[src/ulsr_pkg.sv]
// constants and types for the receive line status block
package ulsr_pkg;

  // =======================================
  // sizes
  localparam int DATA_W = 8;
  localparam int ADDR_W = 3;
  localparam int FIFO_DEPTH = 16;
  localparam int PTR_W = 4;
  localparam int CNT_W = 5;
  localparam logic [CNT_W-1:0] FIFO_FULL = 5'h10;
  localparam logic [CNT_W-1:0] CNT_ZERO = 5'h00;
  localparam logic [CNT_W-1:0] CNT_ONE = 5'h01;
  localparam logic [PTR_W-1:0] PTR_ONE = 4'h1;

  // =======================================
  // register offsets
  localparam logic [ADDR_W-1:0] OFS_RX_DATA = 3'h0;
  localparam logic [ADDR_W-1:0] OFS_LINE_STATUS = 3'h1;
  localparam logic [ADDR_W-1:0] OFS_CONFIG = 3'h2;
  localparam logic [ADDR_W-1:0] OFS_DIVISOR = 3'h3;
  localparam logic [ADDR_W-1:0] OFS_INT_STATUS = 3'h4;
  localparam logic [ADDR_W-1:0] OFS_INT_ENABLE = 3'h5;
  localparam logic [ADDR_W-1:0] OFS_INT_CLEAR = 3'h6;

  // =======================================
  // line status bit positions
  localparam int LS_DR = 0;
  localparam int LS_OE = 1;
  localparam int LS_PE = 2;
  localparam int LS_FE = 3;
  localparam int LS_BI = 4;
  localparam int LS_FERR = 7;

  // interrupt bits
  localparam int IRQ_RX = 0;
  localparam int IRQ_LINE = 1;

  // =======================================
  // reset values
  localparam logic [DATA_W-1:0] CONFIG_RESET = 8'h18;
  localparam logic [DATA_W-1:0] DIVISOR_RESET = 8'h01;
  localparam logic [1:0] INT_RESET = 2'h0;

  // oversampling
  localparam logic [3:0] OS_MID = 4'h7;
  localparam logic [3:0] OS_LAST = 4'hf;

  // =======================================
  // types
  typedef struct packed {
    logic [2:0] rsvd;
    logic [1:0] wlen;
    logic even;
    logic par_en;
    logic fifo_en;
  } ulsr_cfg_t;

  typedef struct packed {
    logic brk;
    logic fe;
    logic pe;
    logic [DATA_W-1:0] data;
  } ulsr_char_t;

  typedef enum logic [2:0] {
    ST_IDLE = 3'b000,
    ST_START = 3'b001,
    ST_DATA = 3'b010,
    ST_PARITY = 3'b011,
    ST_STOP = 3'b100,
    ST_BRK_WAIT = 3'b101
  } ulsr_state_t;

endpackage

[src/ulsr_top.sv]
// receiver, fifo and line status register of the uart receive side
//
// Overview of operation
// - a frame in which the line stays low from start to stop bit is a break.
// - in fifo mode one break gives one break character, however long the line stays low.
// - status bit 3 flags a character, other than a break, whose stop bit was low.
// - in fifo mode the framing flag follows the character at the top of the fifo.
// - status bit 2 flags a character, other than a break, whose parity is wrong for the configured parity.
// - in fifo mode the parity flag follows the character at the top of the fifo.
// - status bit 1 flags a character completed while the fifo is full.
// - an overrun character is dropped and the fifo contents stay intact.
// - status bit 0 is high while any received character is held.
// - all these flags read 0 when nothing is pending, as after reset.
// - in fifo mode status bit 7 is set when error data enters the fifo and clears on a status read.
//
// Added by the designer: the plain strobed port and the address map.
`timescale 1ns/1ns

module ulsr_top
  import ulsr_pkg::*;
(
  input wire logic clk_i,
  input wire logic reset_i,
  input wire logic [ADDR_W-1:0] addr_i,
  input wire logic [DATA_W-1:0] wdata_i,
  input wire logic wr_i,
  input wire logic rd_i,
  output logic [DATA_W-1:0] rdata_o,
  input wire logic rx_i,
  output logic irq_o
);

  // =======================================
  // register decode
  logic wr_cfg;
  logic wr_div;
  logic wr_ien;
  logic wr_iclr;
  logic rd_ls;
  logic rd_rx;

  assign wr_cfg = wr_i && (addr_i == OFS_CONFIG);
  assign wr_div = wr_i && (addr_i == OFS_DIVISOR);
  assign wr_ien = wr_i && (addr_i == OFS_INT_ENABLE);
  assign wr_iclr = wr_i && (addr_i == OFS_INT_CLEAR);
  assign rd_ls = rd_i && (addr_i == OFS_LINE_STATUS);
  assign rd_rx = rd_i && (addr_i == OFS_RX_DATA);

  ulsr_cfg_t cfg_reg;
  logic [DATA_W-1:0] div_reg;
  logic [1:0] int_en_reg;

  always_ff @(posedge clk_i) begin
    if (reset_i) begin
      cfg_reg <= ulsr_cfg_t'(CONFIG_RESET);
    end else if (wr_cfg) begin
      cfg_reg <= ulsr_cfg_t'(wdata_i);
    end
  end

  always_ff @(posedge clk_i) begin
    if (reset_i) begin
      div_reg <= DIVISOR_RESET;
    end else if (wr_div) begin
      div_reg <= wdata_i;
    end
  end

  always_ff @(posedge clk_i) begin
    if (reset_i) begin
      int_en_reg <= INT_RESET;
    end else if (wr_ien) begin
      int_en_reg <= wdata_i[1:0];
    end
  end

  // =======================================
  // 16x baud enable; a divisor of zero acts as 256
  logic [DATA_W-1:0] baud_cnt_reg;
  logic tick;

  assign tick = (baud_cnt_reg == 8'h00);

  always_ff @(posedge clk_i) begin
    if (reset_i) begin
      baud_cnt_reg <= 8'h00;
    end else if (tick) begin
      baud_cnt_reg <= div_reg - 8'h01;
    end else begin
      baud_cnt_reg <= baud_cnt_reg - 8'h01;
    end
  end

  // =======================================
  // receive shift register
  ulsr_state_t state_reg;
  logic [3:0] os_reg;
  logic [2:0] bit_reg;
  logic [DATA_W-1:0] shift_reg;
  logic par_reg;
  logic zero_reg;
  logic [2:0] last_bit;
  logic os_end;
  logic char_done;

  assign last_bit = {1'b1, cfg_reg.wlen};
  assign os_end = tick && (os_reg == OS_LAST);
  assign char_done = os_end && (state_reg == ST_STOP);

  always_ff @(posedge clk_i) begin
    if (reset_i) begin
      state_reg <= ST_IDLE;
      os_reg <= 4'h0;
      bit_reg <= 3'h0;
      shift_reg <= 8'h00;
      par_reg <= 1'b0;
      zero_reg <= 1'b0;
    end else if (tick) begin
      os_reg <= os_reg + 4'h1;
      unique case (state_reg)
        ST_IDLE: begin
          os_reg <= 4'h0;
          if (!rx_i) begin
            state_reg <= ST_START;
          end
        end
        ST_START: begin
          // a glitch shorter than half a bit is a false start
          if (os_reg == OS_MID) begin
            os_reg <= 4'h0;
            bit_reg <= 3'h0;
            shift_reg <= 8'h00;
            par_reg <= 1'b0;
            zero_reg <= 1'b1;
            state_reg <= rx_i ? ST_IDLE : ST_DATA;
          end
        end
        ST_DATA: begin
          if (os_reg == OS_LAST) begin
            shift_reg[bit_reg] <= rx_i;
            par_reg <= par_reg ^ rx_i;
            zero_reg <= zero_reg & ~rx_i;
            bit_reg <= bit_reg + 3'h1;
            if (bit_reg == last_bit) begin
              state_reg <= cfg_reg.par_en ? ST_PARITY : ST_STOP;
            end
          end
        end
        ST_PARITY: begin
          if (os_reg == OS_LAST) begin
            par_reg <= par_reg ^ rx_i;
            zero_reg <= zero_reg & ~rx_i;
            state_reg <= ST_STOP;
          end
        end
        ST_STOP: begin
          // only the first stop bit is checked
          if (os_reg == OS_LAST) begin
            state_reg <= (zero_reg && !rx_i) ? ST_BRK_WAIT : ST_IDLE;
          end
        end
        ST_BRK_WAIT: begin
          // hold here until the line idles so a long break loads once
          if (rx_i) begin
            state_reg <= ST_IDLE;
          end
        end
        default: begin
          state_reg <= ST_IDLE;
        end
      endcase
    end
  end

  ulsr_char_t new_char;
  logic is_brk;

  assign is_brk = zero_reg && !rx_i;
  assign new_char.brk = is_brk;
  assign new_char.fe = !rx_i && !is_brk;
  assign new_char.pe = cfg_reg.par_en && (par_reg ^ ~cfg_reg.even) && !is_brk;
  assign new_char.data = shift_reg;

  // =======================================
  // receive fifo; depth one acts as the holding register
  ulsr_char_t mem [FIFO_DEPTH];
  logic [PTR_W-1:0] wp_reg;
  logic [PTR_W-1:0] rp_reg;
  logic [CNT_W-1:0] cnt_reg;
  logic full;
  logic push;
  logic pop;
  logic ovr_evt;
  logic flush;
  ulsr_char_t top;

  assign full = cfg_reg.fifo_en ? (cnt_reg == FIFO_FULL) : (cnt_reg != CNT_ZERO);
  assign push = char_done && !full;
  assign ovr_evt = char_done && full;
  assign pop = rd_rx && (cnt_reg != CNT_ZERO);
  assign flush = wr_cfg && (wdata_i[0] != cfg_reg.fifo_en);
  assign top = mem[rp_reg];

  always_ff @(posedge clk_i) begin
    if (push) begin
      // holding register mode always writes the slot that the reader sees
      mem[cfg_reg.fifo_en ? wp_reg : rp_reg] <= new_char;
    end
  end

  // overrun never pushes, so the held data stays as it was
  always_ff @(posedge clk_i) begin
    if (reset_i || flush) begin
      wp_reg <= 4'h0;
      rp_reg <= 4'h0;
      cnt_reg <= CNT_ZERO;
    end else begin
      if (push) begin
        wp_reg <= (cfg_reg.fifo_en ? wp_reg : rp_reg) + PTR_ONE;
      end
      if (pop) begin
        rp_reg <= rp_reg + PTR_ONE;
      end
      if (push && !pop) begin
        cnt_reg <= cnt_reg + CNT_ONE;
      end else if (pop && !push) begin
        cnt_reg <= cnt_reg - CNT_ONE;
      end
    end
  end

  // =======================================
  // line status flags; an event in the read cycle survives the clear
  logic top_seen_reg;
  logic top_evt;
  logic [2:0] err_reg;
  logic ovr_reg;
  logic ferr_reg;
  logic [DATA_W-1:0] ls_word;

  assign top_evt = (cnt_reg != CNT_ZERO) && !top_seen_reg;

  always_ff @(posedge clk_i) begin
    if (reset_i || flush || pop) begin
      top_seen_reg <= 1'b0;
    end else if (cnt_reg != CNT_ZERO) begin
      top_seen_reg <= 1'b1;
    end
  end

  // {break, framing, parity} of the character reaching the top
  always_ff @(posedge clk_i) begin
    if (reset_i) begin
      err_reg <= 3'h0;
    end else begin
      err_reg <= (err_reg & ~{3{rd_ls}}) | ({3{top_evt}} & {top.brk, top.fe, top.pe});
    end
  end

  always_ff @(posedge clk_i) begin
    if (reset_i) begin
      ovr_reg <= 1'b0;
    end else begin
      ovr_reg <= (ovr_reg && !rd_ls) || ovr_evt;
    end
  end

  always_ff @(posedge clk_i) begin
    if (reset_i || flush) begin
      ferr_reg <= 1'b0;
    end else begin
      ferr_reg <= (ferr_reg && !rd_ls) ||
                  (push && cfg_reg.fifo_en && (new_char.brk || new_char.fe || new_char.pe));
    end
  end

  assign ls_word = {ferr_reg, 2'b00, err_reg, ovr_reg, cnt_reg != CNT_ZERO};

  // =======================================
  // interrupts
  logic [1:0] int_st_reg;
  logic [1:0] int_set;

  assign int_set[IRQ_RX] = push;
  assign int_set[IRQ_LINE] = ovr_evt || (top_evt && (top.brk || top.fe || top.pe));

  always_ff @(posedge clk_i) begin
    if (reset_i) begin
      int_st_reg <= INT_RESET;
    end else begin
      int_st_reg <= (int_st_reg & ~(wdata_i[1:0] & {2{wr_iclr}})) | int_set;
    end
  end

  assign irq_o = |(int_st_reg & int_en_reg);

  // =======================================
  // read data, valid only in the cycle after the strobe
  always_ff @(posedge clk_i) begin
    if (reset_i || !rd_i) begin
      rdata_o <= 8'h00;
    end else begin
      unique case (addr_i)
        OFS_RX_DATA: rdata_o <= (cnt_reg != CNT_ZERO) ? top.data : 8'h00;
        OFS_LINE_STATUS: rdata_o <= ls_word;
        OFS_CONFIG: rdata_o <= cfg_reg;
        OFS_DIVISOR: rdata_o <= div_reg;
        OFS_INT_STATUS: rdata_o <= {6'h00, int_st_reg};
        OFS_INT_ENABLE: rdata_o <= {6'h00, int_en_reg};
        default: rdata_o <= 8'h00;
      endcase
    end
  end
endmodule

[config.mk]
export PLATFORM = sky130hd
export DESIGN_NAME = ulsr_top
export DESIGN_NICKNAME = d
export VERILOG_FILES = /design/src/ulsr_pkg.sv /design/src/ulsr_top.sv
export SDC_FILE = /design/constraint.sdc
export NUM_CORES = 1
export LEC_CHECK = 0
export ABC_AREA = 1
export BUFFER_PORTS_ARGS = -buffer_cell sky130_fd_sc_hd__clkbuf_2
export CORE_ASPECT_RATIO = 0.9
export CORE_MARGIN = 2
export CORE_UTILIZATION = 61
export CTS_CLUSTER_SIZE = 30
export DETAILED_ROUTE_END_ITERATION = 10
export GPL_TIMING_DRIVEN = 0
export PLACE_DENSITY = 0.83
export SLEW_MARGIN = 20
export SYNTH_ARGS = -nofsm -noshare
export SYNTH_HDL_FRONTEND = slang
export SYNTH_SLANG_ARGS = --single-unit
[constraint.sdc]
create_clock -name clk_i -period 3 [get_ports clk_i]
set_input_delay 0.15 -clock clk_i [delete_from_list [all_inputs] [get_ports clk_i]]
set_output_delay 0.15 -clock clk_i [all_outputs]
set_load 0.02 [all_outputs]
=== Yosys cells after proc, flatten, opt, wreduce, memory -nomap -nowiden ===
Memories as Yosys holds them, arrays and structs flattened. A register that Yosys moved wholly into a read port is not among the register bits.
Cells that the tools add are included.

* $add $sub $neg: 8
* $lt $le $gt $ge: 2
* Equal/unequal tests: 24
* Muxes and demuxes: 39
* Bitwise operators: 14
* Reductions and logical operators: 55

{| class="wikitable"
|+ Operator list
! operator !! number
|-
| 8-bit one-hot mux with 6 select lines || 1
|-
| 3-bit 2-to-1 mux || 11
|-
| 8-bit 2-to-1 mux || 4
|-
| 1-bit logical AND || 25
|-
| 3-bit one-hot mux with 6 select lines || 1
|-
| 4-bit 2-to-1 mux || 4
|-
| 8-bit one-hot mux with 2 select lines || 1
|-
| 8-bit by 1-bit subtractor with 8-bit output, second input constant || 2
|-
| 3-bit equality test, second input constant || 5
|-
| 2-bit != test, second input constant || 7
|-
| 4-bit by 1-bit adder with 4-bit output, second input constant || 3
|-
| 3-bit by 2-bit equality test with 1-bit output, second input constant || 4
|-
| 1-bit logical OR || 10
|-
| 5-bit 2-to-1 mux || 2
|-
| 8-bit bitwise mux || 1
|-
| 1-bit logical NOT || 8
|-
| 8-bit logical NOT || 1
|-
| 1-bit 2-to-1 mux || 8
|-
| 4-bit one-hot mux with 2 select lines || 1
|-
| 4-bit AND reduction || 2
|-
| 8-bit AND reduction || 1
|-
| 2-bit bitwise AND || 3
|-
| 3-bit bitwise AND || 2
|-
| 3-bit by 1-bit equality test with 1-bit output, second input constant || 2
|-
| 26 further kinds || 33
|}

* Flip-flop bits (word level): 75
* RAM bits: 176
* Output and inout port bits: 9
* Logic and storage cells: 166
* Memories: 1

{| class="wikitable"
|+ Memories
! name !! words !! bits a word !! rd ports !! clocked after Yosys merged registers in !! wr ports !! RTL line !! text
|-
| mem || 16 || 11 || 1 || 1 || 1 || ulsr_top.sv:186 || <nowiki>ulsr_char_t mem [FIFO_DEPTH];</nowiki>
|}

=== Longest topological paths before layout ===
* Depth after elaboration: 8
* Depth in mapped cells: 17
* Mapped depth without buffers: 16

=== Worst setup path before layout ===
OpenSTA, ideal clock, no wires.

* Path type: reg-to-reg
* Start: register os_reg[0]
* End: register cnt_reg[4]
* Setup time: 0.119 ns
* Data arrival time: 2.465 ns
* Required time: 2.881 ns
* Setup slack: 0.417 ns
* Stages on the path, launching flop included: 17
* Buffers on the path: 1
* Clock period less this slack: 2.583 ns
* Cell sequence: dfxtp_1 ha_1 nand2_1 nor2_4 and2_1 nand2_1 a21oi_4 buf_6 ha_1 inv_1 fa_1 a21oi_1 nor2_1 o21ai_0 nand3_1 o21ai_1 a21oi_1

* Longest elaborated chain between the ends: 7

{| class="wikitable"
|+ RTL lines
! what !! RTL line !! text
|-
| start: declaration || ulsr_top.sv:97 || <nowiki>logic [3:0] os_reg;</nowiki>
|-
| start signal: assignment || ulsr_top.sv:119 || <nowiki>os_reg <= os_reg + 4'h1;</nowiki>
|-
| 4-bit equality test * || ulsr_top.sv:107 || <nowiki>assign os_end = tick && (os_reg == OS_LAST);</nowiki>
|-
| 1-bit logical AND * || ulsr_top.sv:107 ||
|-
| 1-bit logical AND * || ulsr_top.sv:108 || <nowiki>assign char_done = os_end && (state_reg == ST_STOP);</nowiki>
|-
| 1-bit logical AND * || ulsr_top.sv:198 || <nowiki>assign push = char_done && !full;</nowiki>
|-
| net push || ulsr_top.sv:191 || <nowiki>logic push;</nowiki>
|-
| 1-bit logical NOT || ulsr_top.sv:226 || <nowiki>end else if (pop && !push) begin</nowiki>
|-
| 1-bit logical AND || ulsr_top.sv:226 ||
|-
| 2-bit nonzero test (no line) || - ||
|-
| end signal: assignment || ulsr_top.sv:225 || <nowiki>cnt_reg <= cnt_reg + CNT_ONE;</nowiki>
|-
| end signal: assignment || ulsr_top.sv:227 || <nowiki>cnt_reg <= cnt_reg - CNT_ONE;</nowiki>
|-
| end: declaration || ulsr_top.sv:189 || <nowiki>logic [CNT_W-1:0] cnt_reg;</nowiki>
|}

The timed path passes the listed nets; every way through them passes the cells marked *.
A chain may end at the register's enable or synchronous reset.

=== Final worst setup path ===
* Start: register os_reg[1]
* End: memory mem[11][8] (netlist bit), enable pin

* Longest elaborated chain between the ends: 6

{| class="wikitable"
|+ RTL lines
! what !! RTL line !! text
|-
| 4-bit equality test || ulsr_top.sv:107 ||
|-
| 1-bit logical AND || ulsr_top.sv:107 ||
|-
| 1-bit logical AND || ulsr_top.sv:108 ||
|-
| 1-bit logical AND || ulsr_top.sv:198 ||
|-
| net push || ulsr_top.sv:191 ||
|-
| 1-bit 2-to-1 mux || ulsr_top.sv:205 || <nowiki>if (push) begin</nowiki>
|-
| 1-bit 2-to-1 mux || ulsr_top.sv:207 || <nowiki>mem[cfg_reg.fifo_en ? wp_reg : rp_reg] <= new_char;</nowiki>
|-
| end: declaration || ulsr_top.sv:186 ||
|}

The timed path passes the listed nets, and every way through them passes these cells.

==> impl_metrics.yaml <==
run_status:
  outcome: "finished, final reports clean"
logic_synthesis:
  yosys_register_bits: 255
  synth.distinct_cells: 48
  syn-cell-area_um2: 11100
  synth_edf_count: 176
  yosysWarnings: 0
  syn_avg_cell_area_um2: 9.82
  ys.flop_type: "edfxtp_1"
  async_flop_share_pct: 0
  syn_nets: 1158
  yosysSeqAreaShare_pct: 62.0
  syn_inst: 1129
layout:
  fin_cells: 1452
  nNetsFinal: 1222
  utilization_pct: 70.7
  drive_above_1_share_pct: 13.3
  largest_reg_flops: 176
  regMostFlops: "mem"
  syn2layout_area_growth_pct: 13.1
  final_area_um2: 12500
  antenna_cells: 0
routing:
  viasPerCell: 5.82
  num_vias: 8446
  antenna_left: 0
  wl_um: 27100
  drc_errors: 0
  drtIter0Drc: 1028
  wire_per_inst_um: 18.7
  drt_pass1_iterations: 5
global_routing:
  grt_pass1_wl_um: 41900
  grtUsageTotal_pct: 27.9
  grt_pass1_vias: 7968
  grt_max_degree: 19
  overflow: 0
  antenna_found_initial: 0
die:
  io_pins: 25
  initial_utilization_pct: 62.5
  die_w_um: 146
  die_h_um: 132
  die-area_um2: 19300
  core_um2: 17700
  rows: 46
sta:
  skew_ps: 28.1
  max_clock_freq_mhz: 362
  min_period_ps: 2760
  timing.hold.ws_ps: 39.3
  min_period_over_period_pct: 92.1
  report.final.slew_viol_count: 0
  tightest_slew_ps: 1030
  final_hold_viol_count: 0
  rsz0062_at_grt: "no"
  setup_viol: 0
  tns_ps: 0
  worst_slack_ps: 238
  slew_headroom_pct: 31.1
cts:
  clock_latency_ps: 540
  tritoncts: "yes"
  htreeDepth: 1
  cts_buffer_depth: 3
  path_clk_slew_ps: 70
  clock-sinks: 255
  cts_buffers: 25
  clockRootBuffer: "clkbuf_16"
placed_design:
  port_buffers: 24
  dp_hpwl_um: 17700
  pre_cts_slack_ps: 78.5
  placed_area_um2: 11500
  dp_cells: 1393
  gp_congestion: 0.902
worst_setup_path:
  required_ps: 3140
  crit_arrival_ps: 2900
  crit_path_end_kind: "flip-flop"
  r2r_cells: 9
  ff2ff_setup_slack_ps: 240
  cp_max_fo: 11
  worstSetupPathType: "flip-flop to flip-flop"
  start_kind: "flip-flop"
min_path:
  hold_depth: 3
  hold_class: "input pin to flip-flop"
run:
  maxCapViolations: 0
power_and_ir_drop:
  design_power_total_mw: 7.91
  ir_worst_vdd_v: 0.000444
  p_per_area_nw_per_um2: 632
  p_leak_nw: 4.75
## Yosys cell counts (3+ instances only)
cell      count  area share [%]
buf_2        19            0.86
nand2_1     212             7.2
a21oi_1      66             3.0
o21ai_0      45             2.0
inv_1       101             3.4
inv_2        18            0.61
edfxtp_1    176              48
dfxtp_1      79              14
clkbuf_1     16            0.54
o211ai_1     41             2.8
o22ai_1       6            0.34
a211oi_1      3            0.20
nand3_1      79             3.6
buf_4         5            0.34
nor3_1        8            0.36
ha_1         12             1.4
nand2_2       4            0.23
nor2_2        4            0.23
or2_0         4            0.23
buf_6         3            0.30
o21ai_1      48             2.2
xor2_1        4            0.32
nor2_1      142             4.8
nor2_4        5            0.51
## final timing paths
kind,from,to
max,os_reg[1],mem[11][8]
min,addr_i[0],int_st_reg[0]
max reg2reg,os_reg[1],mem[11][8]
min reg2reg,cfg_reg[7],cfg_reg[7]
## layout make-up
type | count | area [µm²]
Sequential cell | 255 | 6870
Clock inverter | 14 | 150
Timing Repair Buffer | 37 | 240
Multi-Input combinational cell | 711 | 3600
Inverter | 119 | 447
Fill cell | 1232 | 5200
Clock buffer | 32 | 696
Tap cell | 240 | 300
Buffer | 44 | 230
## cells by family (layout without fill, tap and decap cells)
kind of cell | Yosys count | in the layout | share of synthesized area (%)
AO/OA/AOI/OAI | 222 | 222 | 11.6
XOR/XNOR | 6 | 6 | 0.474
adder cells (fa/ha/maj) | 13 | 13 | 1.54
buffers and inverters | 163 | 246 | 6.11
flip-flops | 255 | 255 | 62.0
AND/OR/NAND/NOR | 470 | 470 | 18.3
## per-layer routing
metal,part of all wire (%),vias up,global-route usage (%)
met5,0,-,0
met4,3.5,0,9.65
met3,9.6,74,4.19
met2,46,446,44.1
met1,40,3956,40.0
li1,-,3970,-
## power by group
group	leakage, nW	switching, mW	total, mW	internal (mW)
Clock	0.415	1.33	3.23	1.90
Sequential	2.25	0.0719	3.88	3.80
Combinational	2.08	0.544	0.812	0.267
## worst max-delay path, cell delays in order, from the launching register on
cell and delay [ps]:
dfxtp_1 350, ha_1 190, nand2_2 100, nor2_4 160, and2_1 140, nand2_1 110, a21oi_4 180, buf_6 150
nand2_1 160, nor2_1 820
## what timing repair did
action / in CTS / in global routing
hold buffers: 9 / 0
endpoints found under the setup margin: 0 / 12
endpoints found under the hold margin: 20 / 0
setup buffers: 0 / 4
resized for setup: 0 / 6
## cells in the final DEF, fill, tap and decap left out, types with 5 or more instances in the layout
cell type,synthesis,final
nand2_1,212,211
nand3_1,79,79
clkbuf_16,0,25
nor2_4,5,5
o211ai_1,41,41
o21ai_1,48,49
buf_4,5,9
buf_2,19,19
clkbuf_1,16,18
clkinv_2,0,5
nor2_1,142,125
ha_1,12,11
inv_2,18,19
o22ai_1,6,6
nor3_1,8,8
dfxtp_1,79,78
edfxtp_1,176,176
nor2_2,4,21
o21ai_0,45,44
dlygate4sd3_1,0,9
inv_1,101,100
clkbuf_2,0,24
a21oi_1,66,66
nand2_2,4,5
Note: power is estimated with default switching activity, not from simulation.
